--- config.mk ---
export PLATFORM = sky130hd
export DESIGN_NAME = csmc_config
export DESIGN_NICKNAME = d
export VERILOG_FILES = /design/src/csmc_pkg.sv /design/src/csmc_config.sv /design/src/csmc_pulse_limit.sv
export SDC_FILE = /design/constraint.sdc
export NUM_CORES = 1
export LEC_CHECK = 0
export BUFFER_PORTS_ARGS = -buffer_cell sky130_fd_sc_hd__buf_2
export CAP_MARGIN = 10
export CORE_ASPECT_RATIO = 0.6
export CORE_UTILIZATION = 30
export DETAILED_ROUTE_END_ITERATION = 10
export HOLD_SLACK_MARGIN = 0.12
export PLACE_DENSITY_LB_ADDON = 0.15
export SYNTH_ARGS = -nofsm -noshare
export SYNTH_HDL_FRONTEND = slang
export SYNTH_HIERARCHICAL = 1
export SYNTH_SLANG_ARGS = --single-unit
--- constraint.sdc ---
create_clock -name clock -period 14.3 [get_ports clock]
set_clock_uncertainty 0.05 [all_clocks]
set_input_delay 1.43 -clock clock [delete_from_list [all_inputs] [get_ports clock]]
set_output_delay 1.43 -clock clock [all_outputs]
set_load 0.02 [all_outputs]
--- src/csmc_pkg.sv ---
// Package for the current-sense and misc configuration bank.
// Assumes a word-wide command port from a PMBus front end.
package csmc_pkg;
  // ==========================================================
  // Command codes
  localparam logic [7:0] CSMC_CMD_SENSE = 8'hd0;
  localparam logic [7:0] CSMC_CMD_MISC = 8'hd1;
  // Reset values (chosen; none documented)
  localparam logic [15:0] CSMC_SENSE_RST = 16'h0001;
  localparam logic [15:0] CSMC_MISC_RST = 16'h0000;
  // ==========================================================
  // Sense setup fields
  localparam int CSMC_BLANK_HI = 15;
  localparam int CSMC_BLANK_LO = 11;
  localparam int CSMC_FCNT_HI = 10;
  localparam int CSMC_FCNT_LO = 8;
  localparam int CSMC_METH_HI = 3;
  localparam int CSMC_METH_LO = 2;
  localparam int CSMC_RANGE_HI = 1;
  localparam int CSMC_RANGE_LO = 0;
  localparam logic [4:0] CSMC_BLANK_MAX = 5'h1a;
  localparam logic [1:0] CSMC_METH_FALL = 2'h1;
  localparam logic [1:0] CSMC_METH_RISE = 2'h2;
  // Misc setup fields
  localparam int CSMC_MIND_HI = 15;
  localparam int CSMC_MIND_LO = 11;
  localparam int CSMC_DRV_BIT = 10;
  localparam int CSMC_MINEN_BIT = 7;
  localparam int CSMC_PGPP_BIT = 2;
  localparam int CSMC_EXTEN_BIT = 1;
  localparam int CSMC_EXTF_BIT = 0;
  // ==========================================================
  // Timing
  localparam int CSMC_CLK_MHZ = 100;
  localparam int CSMC_BLANK_STEP_NS = 32;
  // Cycles per blanking step, rounded up
  localparam int CSMC_BLANK_STEP_CYC = (CSMC_BLANK_STEP_NS * CSMC_CLK_MHZ + 999) / 1000;
  localparam int CSMC_DUTY_DEN = 512;
endpackage

--- src/csmc_config.sv ---
// Current-sense and misc configuration bank with its timing logic.
// Assumes a PMBus front end presents decoded word commands, synchronous.
// Summary of operation
// - Word read/write at codes d0 and d1
// - Blanking field gives code times 32 ns, rounded up to 4 clocks
// - Hold measurement start until blanking elapses
// - Fault count codes map to 1..15 odd
// - Fault after consecutive event cycles; gap restarts
// - At most one event per switching cycle
// - Method field picks falling or rising slope
// - Range field picks 25, 35, 50 mV
// - Duty never below minimum floor when limit and drive enabled
// - Bit 7 enables minimum duty limit
// - Bit 10 enables gate drive
// - Bit 2 picks open-drain or push-pull good
// - Bit 1 enables external sensor compensation
// - Bit 0 picks external fault temperature source
`timescale 1ns/1ps
module csmc_config #(
  parameter int DUTY_W = 16
) (
  // Clock and reset
  input wire logic clock,
  input wire logic sys_rst,
  // Command port from PMBus front end
  input wire logic cmd_valid,
  input wire logic cmd_write,
  input wire logic [7:0] cmd_code,
  input wire logic [15:0] cmd_wdata,
  output logic cmd_ack,
  output logic [15:0] cmd_rdata,
  // Power stage timing
  input wire logic switch_edge,
  input wire logic cycle_start,
  input wire logic overcurrent_event,
  input wire logic undercurrent_event,
  input wire logic [DUTY_W-1:0] period_len,
  input wire logic [DUTY_W-1:0] duty_raw,
  output logic [DUTY_W-1:0] duty_out,
  output logic measure_start,
  output logic current_fault,
  // Sense front end configuration
  output logic slope_fall,
  output logic slope_rise,
  output logic [1:0] adc_range,
  // Power good pin and temperature
  input wire logic power_good_state,
  output logic power_good_output_o,
  output logic power_good_output_oe_n,
  output logic ext_temp_comp,
  output logic temp_fault_ext_sel
);
  import csmc_pkg::*;

  // ==========================================================
  // Register file
  logic [15:0] current_sense_setup;
  logic [15:0] misc_device_setup;
  logic [15:0] next_current_sense_setup;
  logic [15:0] next_misc_device_setup;
  logic [15:0] next_cmd_rdata;
  logic next_cmd_ack;
  logic hit;

  // Decode; unknown codes get no ack so the front end can NACK
  always_comb begin
    next_current_sense_setup = current_sense_setup;
    next_misc_device_setup = misc_device_setup;
    next_cmd_rdata = cmd_rdata;
    hit = (cmd_code == CSMC_CMD_SENSE) || (cmd_code == CSMC_CMD_MISC);
    next_cmd_ack = cmd_valid && hit;
    if (cmd_valid && hit) begin
      if (cmd_write) begin
        if (cmd_code == CSMC_CMD_SENSE) begin
          next_current_sense_setup = cmd_wdata;
        end else begin
          next_misc_device_setup = cmd_wdata;
        end
      end else begin
        next_cmd_rdata = (cmd_code == CSMC_CMD_SENSE) ? current_sense_setup : misc_device_setup;
      end
    end
  end

  always_ff @(posedge clock) begin
    if (sys_rst) begin
      current_sense_setup <= CSMC_SENSE_RST;
      misc_device_setup <= CSMC_MISC_RST;
      cmd_rdata <= 16'h0000;
      cmd_ack <= 1'b0;
    end else begin
      current_sense_setup <= next_current_sense_setup;
      misc_device_setup <= next_misc_device_setup;
      cmd_rdata <= next_cmd_rdata;
      cmd_ack <= next_cmd_ack;
    end
  end

  // ==========================================================
  // Blanking timer
  typedef enum logic [1:0] {
    CSMC_B_IDLE = 2'b01,
    CSMC_B_WAIT = 2'b10
  } csmc_blank_t;
  csmc_blank_t blank_state;
  csmc_blank_t next_blank_state;
  logic [9:0] blank_cnt;
  logic [9:0] next_blank_cnt;
  logic [9:0] blank_len;
  logic [4:0] blank_code;
  logic next_measure_start;

  // Codes above the table saturate at the top entry
  always_comb begin
    blank_code = current_sense_setup[CSMC_BLANK_HI:CSMC_BLANK_LO];
    if (blank_code > CSMC_BLANK_MAX) begin
      blank_code = CSMC_BLANK_MAX;
    end
    blank_len = 10'(blank_code * CSMC_BLANK_STEP_CYC);
  end

  // A new edge restarts the wait, so late ringing cannot leak through
  always_comb begin
    next_blank_state = blank_state;
    next_blank_cnt = blank_cnt;
    next_measure_start = 1'b0;
    unique case (blank_state)
      CSMC_B_IDLE: begin
        if (switch_edge) begin
          if (blank_len == 10'h000) begin
            next_measure_start = 1'b1;
          end else begin
            next_blank_cnt = blank_len - 10'h001;
            next_blank_state = CSMC_B_WAIT;
          end
        end
      end
      CSMC_B_WAIT: begin
        if (switch_edge) begin
          next_blank_cnt = (blank_len == 10'h000) ? 10'h000 : blank_len - 10'h001;
        end else if (blank_cnt == 10'h000) begin
          next_measure_start = 1'b1;
          next_blank_state = CSMC_B_IDLE;
        end else begin
          next_blank_cnt = blank_cnt - 10'h001;
        end
      end
      default: begin
        next_blank_state = CSMC_B_IDLE;
      end
    endcase
  end

  always_ff @(posedge clock) begin
    if (sys_rst) begin
      blank_state <= CSMC_B_IDLE;
      blank_cnt <= 10'h000;
      measure_start <= 1'b0;
    end else begin
      blank_state <= next_blank_state;
      blank_cnt <= next_blank_cnt;
      measure_start <= next_measure_start;
    end
  end

  // ==========================================================
  // Consecutive event fault counter
  logic seen;
  logic next_seen;
  logic [3:0] run_cnt;
  logic [3:0] next_run_cnt;
  logic [3:0] need;
  logic next_current_fault;
  logic ev;

  // Events latch once per cycle; tally at cycle boundary
  always_comb begin
    need = {current_sense_setup[CSMC_FCNT_HI:CSMC_FCNT_LO], 1'b1};
    ev = overcurrent_event || undercurrent_event;
    next_seen = seen;
    next_run_cnt = run_cnt;
    next_current_fault = current_fault;
    if (cycle_start) begin
      next_seen = ev; // event in boundary cycle counts for new cycle
      if (seen) begin
        if ({1'b0, run_cnt} + 5'h01 >= {1'b0, need}) begin // Spare bit: no wrap at 15
          next_current_fault = 1'b1;
          next_run_cnt = need;
        end else begin
          next_run_cnt = run_cnt + 4'h1;
        end
      end else begin
        next_run_cnt = 4'h0;
        next_current_fault = 1'b0;
      end
    end else if (ev) begin
      next_seen = 1'b1;
    end
  end

  always_ff @(posedge clock) begin
    if (sys_rst) begin
      seen <= 1'b0;
      run_cnt <= 4'h0;
      current_fault <= 1'b0;
    end else begin
      seen <= next_seen;
      run_cnt <= next_run_cnt;
      current_fault <= next_current_fault;
    end
  end

  // ==========================================================
  // Static configuration outputs
  always_comb begin
    slope_fall = current_sense_setup[CSMC_METH_HI:CSMC_METH_LO] == CSMC_METH_FALL;
    slope_rise = current_sense_setup[CSMC_METH_HI:CSMC_METH_LO] == CSMC_METH_RISE;
    adc_range = current_sense_setup[CSMC_RANGE_HI:CSMC_RANGE_LO];
    ext_temp_comp = misc_device_setup[CSMC_EXTEN_BIT];
    temp_fault_ext_sel = misc_device_setup[CSMC_EXTF_BIT];
  end

  // Power good pin; open-drain only ever pulls low
  always_comb begin
    power_good_output_o = power_good_state;
    if (misc_device_setup[CSMC_PGPP_BIT]) begin
      power_good_output_oe_n = 1'b0;
    end else begin
      power_good_output_oe_n = power_good_state;
    end
  end

  // ==========================================================
  // Duty limiting and drive gate
  csmc_pulse_limit #(
    .WIDTH(DUTY_W)
  ) u_limit (
    .min_enable(misc_device_setup[CSMC_MINEN_BIT]),
    .min_code(misc_device_setup[CSMC_MIND_HI:CSMC_MIND_LO]),
    .drive_enable(misc_device_setup[CSMC_DRV_BIT]),
    .period_len(period_len),
    .duty_raw(duty_raw),
    .duty_out(duty_out)
  );
endmodule

--- src/csmc_pulse_limit.sv ---
// Minimum-duty and gate-enable stage for the modulator output.
// Assumes period counter and raw compare value come from the PWM core.
`timescale 1ns/1ps
module csmc_pulse_limit #(
  parameter int WIDTH = 16
) (
  // Configuration
  input wire logic min_enable,
  input wire logic [4:0] min_code,
  input wire logic drive_enable,
  // Period arithmetic
  input wire logic [WIDTH-1:0] period_len,
  input wire logic [WIDTH-1:0] duty_raw,
  // Result
  output logic [WIDTH-1:0] duty_out
);
  import csmc_pkg::*;
  logic [WIDTH+5:0] prod;
  logic [WIDTH-1:0] floor_len;
  // Floor = 2*(code+1)*period/512; truncation keeps it safe low
  always_comb begin
    // Widen before adding so code 31 does not wrap the multiplier to zero
    prod = (WIDTH+6)'(period_len) * (WIDTH+6)'({({1'b0, min_code} + 6'h01), 1'b0});
    floor_len = WIDTH'(prod / (WIDTH+6)'(CSMC_DUTY_DEN));
    if (!drive_enable) begin
      duty_out = '0;
    end else if (min_enable && duty_raw < floor_len) begin
      duty_out = floor_len;
    end else begin
      duty_out = duty_raw;
    end
  end
endmodule
After elaboration in Yosys (flattened, before gate mapping)
Index checks and enable logic that the tools add are counted. Widths: inputs -> output; s select.

Register bits after elaboration: 68. Input bits: 65. Word-level logic and storage cells: 74.

Add/subtract/negate cells: 5. Multiply operators: 1. Order comparisons: 3. Equal/unequal tests: 12. Mux-type cells: 27. Bitwise gates (word level): 2. Reduce and logical (&&, ||, !) cells: 14.

Operators by type and width (number): $mux 10 (5); $mux 16 (3); $mul 16x6->21 (1); $logic_not 10->1 (2); $pmux 10 s2 (1); $eq 8x8->1 const B (2); $lt 16x13->1 (1); $sub 10x1->10 const B (1); $mux 1 (9); $mux 2 (4); $mux 4 (2); $ne 2x2->1 const B (4); $reduce_and 4->1 (2); $sub 7x1->8 const B (1); $add 5x1->6 const B (1); $reduce_and 3->1 (2); $add 4x1->5 const B (1); $ge 5x4->1 (1); $gt 5x5->1 const B (1); $mux 5 (1); $add 4x1->4 const B (1); $eq 2x1->1 const B (2); $eq 2x2->1 const B (2); $pmux 2 s2 (1); 8 further kinds (13).

Logic depth before layout (Yosys ltp)
Depth in word-level cells: 6. Mapped depth: 23. Gate-level depth less buffers: 22.

Hierarchy
Netlist, hierarchy kept.

By module, submodules not included: csmc_pulse_limit (times used 1, cells an instance 440, area each 3590.9 um^2); csmc_config (times used 1, cells an instance 400, area each 3259.4 um^2).

Least setup slack after synthesis
No wires, ideal clock.

Path type: input-to-output. Start: input period_len[1]. End: output duty_out[4]. Arrival time: 6.426 ns. Data required time: 12.820 ns. Path slack: 6.394 ns. Stages on the path: 18. Path through: or2b_1 -> fa_1 -> fa_1 -> inv_1 -> fa_1 -> ha_1 -> a21oi_1 -> o21a_2 -> a21boi_4 -> o311a_4 -> o311ai_2 -> ha_1 -> a21o_1 -> a21o_1 -> a311oi_1 -> o21a_2 -> nor3_1 -> a211oi_1.

Longest elaborated chain between the ends: 5.

RTL lines: start: declaration (line csmc_config.sv:37) `input wire logic [DUTY_W-1:0] period_len,`; $mul 16x6->21 * (line csmc_pulse_limit.sv:23) `prod = (WIDTH+6)'(period_len) * (WIDTH+6)'({({1'b0, min_code} + 6'h01), 1'b0});`; $lt 16x13->1 (line csmc_pulse_limit.sv:27) `end else if (min_enable && duty_raw < floor_len) begin`; $logic_and 1x1->1 (line csmc_pulse_limit.sv:27); $mux 16 * (line csmc_pulse_limit.sv:27); $mux 16 * (line csmc_pulse_limit.sv:25) `if (!drive_enable) begin`; end: declaration (line csmc_config.sv:39) `output logic [DUTY_W-1:0] duty_out,`.

Mark *: on every way between the ends. The rest lies on a longest branch, timed or not.

Worst setup path after layout
Start: register misc_device_setup[13]. End: output duty_out[8].

Longest elaborated chain between the ends: 6.

RTL lines: start: declaration (line csmc_config.sv:58) `logic [15:0] misc_device_setup;`; start signal: assignment (line csmc_config.sv:93) `misc_device_setup <= next_misc_device_setup;`; $add 5x1->6 * (line csmc_pulse_limit.sv:23); $mul 16x6->21 * (line csmc_pulse_limit.sv:23); $lt 16x13->1 (line csmc_pulse_limit.sv:27); $logic_and 1x1->1 (line csmc_pulse_limit.sv:27); $mux 16 * (line csmc_pulse_limit.sv:27); $mux 16 * (line csmc_pulse_limit.sv:25).

Marked as above.

==> impl_metrics.ini <==
[synth]
synth_nets = 1007
ys.warnings.count = 6
synth_area_leaders = dfxtp_1 (20%), fa_1 (16%), ha_1 (8.6%)
ys_ff_latch = 68
synth_top_area_share_pct = 19.9
syn_avg_cell_area_um2 = 8.16
syn_area_um2 = 6850
synth.distinct_cells = 72
synth_top_area_cell = dfxtp_1
ys.flop_type = dfxtp_1
ys_seq_area_share_pct = 19.9
async_flop_share_pct = 0
syn_inst = 840
synth-edff-count = 0

[die]
die_h_um = 119
row_count = 42
io_pins = 108
core_um2 = 22200
start_util_pct = 30.8
die-area_um2 = 23500
die_w_um = 197

[cts]
ctsHoldBuffers = 0
cts.sinks = 68
root_buffer = clkbuf_16
clk_latency_ns = 0.34
cts_tree = built
cts_made_buffers = 9
cts.reportedPaths.clkPinSlew_ns = 0.06
cts_resized = 0
cts_max_level = 3
cts_buffer_depth = 2
cts_setup_buffers = 0

[cells_and_area]
drive_above_1_share_pct = 16.8
area_growth_pct = 16.9
nets = 1093
stdcell_area_um2 = 8010

[sta]
max_clock_freq_mhz = 109
rsz0062_at_grt = no
fin_ws_ns = 5.11
final_hold_viol_count = 0
period_minus_slack_ns = 9.19
fin_crit_sh_pct = 64.3
max_slew_margin_pct = 20.2
tightest_slew_ns = 1.19
tns_ns = 0
finalSetupViolCount = 0
timing.final.max_slew_violations = 0

[status]
status = complete, no violations

[grt]
grt_max_degree = 69
grt_pass1_wl_um = 32900
grtUsageTotal_pct = 18.2
grt_pass1_vias = 5663
antenna_found_initial = 2
grt.overflow.total = 0

[power_and_ir_drop]
ir_worst_vdd_v = 0.0000465
power_leakage_nw = 3.43
total_power_uw = 519
p_per_area_nw_per_um2 = 64.8

[placement]
place.detailed.hpwl_um = 16300
place_ws_ns = 5.49
dpl_cell_area_um2 = 7640
numPortBuffers = 107
gp_congestion = 0.848

[detailed_routing]
finalWirelength_um = 20700
ant_nets = 0
drtPass1Iterations = 5
first_iter_violations = 469
wire_per_inst_um = 16.7
vias = 6075
drc_errors = 0
viasPerCell = 4.90

[worst_setup_path]
critPathKind = reg -> out
critical_path_arrival_ns = 7.71
required_ns = 12.82
start_kind = flip-flop
cpMaxStageDelayCell = nor2_1
cpMostUsedCell = fa_1
crit_path_max_fanout = 15
worst-path-buf-inv = 2
critPathTopFamily = compound AO/OA/AOI/OAI gates
crit_chain = nand3_1 -> nor2_1 -> nand2_1 -> fa_1 -> fa_1 -> inv_1 -> fa_1 -> ha_1 -> a21oi_1 -> o21a_2 -> a21boi_4 -> o311a_4 -> o311ai_2 -> ha_1 -> a21o_1 -> a21o_1 -> a311oi_1 -> o21a_2 -> o21ai_1 -> o22ai_1 -> buf_2
max_stage_delay_ns = 0.94
crit_path_end_kind = primary output

[worst_hold_path]
hold_path_class = reg -> reg

[run]
maxCapViolCount = 0
worst reg2reg max path, delay by kind of cell (launching register included):
kind / cells / cell delay, ns
fa+ha+maj: 2 / 0.49
xor+xnor: 1 / 0.18
flops: 1 / 0.39
mux: 1 / 0.26
compound gates: 4 / 1.02
final cells by class:
type	instances	area, um^2
clock buffer	10	229
clock inverter	6	136
inverter	78	293
antenna	2	5.00
fill	2368	14200
timing repair buffer	115	596
multi-input combinational	654	5010
tap	308	385
sequential	68	1360
where the power goes:
| group | total [mW] | switching (mW) | internal, mW |
|---|---|---|---|
| logic | 0.0528 | 0.0316 | 0.0212 |
| registers | 0.191 | 0.000824 | 0.190 |
| clock network | 0.275 | 0.0864 | 0.188 |
| total | 0.519 | 0.119 | 0.400 |
placed cells by master (no fill, tap or decap), drive strengths merged, types with 7 or more instances in the layout:
master,n
nand3,12
a21oi,63
nor2,39
and2,54
nor3,19
ha,47
nand2,106
dfxtp,68
a211oi,25
o21ai,38
nor2b,35
o22ai,7
buf,115
xor2,9
clkbuf,10
nand4,7
mux2i,21
fa,55
inv,78
nand2b,15
path summary, 6_finish.rpt:
path	startpoint	to	slack, ns	cells after the start
setup reg to reg	run_cnt[0]	run_cnt[1]	11.79	8
hold / removal	current_sense_setup[6]	current_sense_setup[6]	0.40	2
setup / recovery	misc_device_setup[13]	duty_out[8]	5.11	21
hold reg to reg	current_sense_setup[6]	current_sense_setup[6]	0.40	2
layer usage:
layer / track usage [%] / vias to the layer above / routed length, um
met4: 2.13 / 2 / 62
met3: 4.36 / 7 / 1470
met5: 0 / - / 13
met1: 30.3 / 2836 / 11800
met2: 23.1 / 178 / 7390
li1: - / 3052 / -
cells in the mapped netlist (5+ instances only):
master and instances:
nand2_1 105, inv_1 78, dfxtp_1 68, a21oi_1 63, fa_1 55, and2_1 53
ha_1 47, nor2_1 39, nor2b_1 35, o21ai_0 33, clkbuf_1 29, a211oi_1 24
mux2i_1 21, nor3_1 19, nand2b_1 15, nand3_1 12, xor2_1 9, nand4_1 7
o22ai_1 7, o31ai_1 6, a21o_1 5, a31oi_1 5, and3_1 5, o211ai_1 5
or2_2 5, or3_1 5, xnor2_1 5
flip-flops by register name, summed over array words and instances (netlist names):
name / cells
misc_device_setup: 16
blank_cnt: 10
measure_start: 1
seen: 1
current_sense_setup: 16
cmd_rdata: 16
cmd_ack: 1
current_fault: 1
run_cnt: 4
blank_state: 2
through the flow:
stage / utilization, % / hold WS (ns) / std cells
2_1_floorplan: - / 0.383 / 840
3_3_place_gp: 34.4 / 0.394 / 1223
3_5_place_dp: 34.4 / 0.396 / 1223
4_1_cts: 36.0 / 0.404 / 1239
5_1_grt: 36.0 / 0.421 / 1239
6_report: 36.0 / 0.403 / 1241
cell families after synthesis:
kind of cell / share of synthesized area [%]
compound gates: 17.8
xor+xnor: 2.03
fa+ha+maj: 24.7
buf+inv: 7.12
flops: 19.9
mux: 3.07
simple gates: 25.4
(Power assumes the default switching activity.)
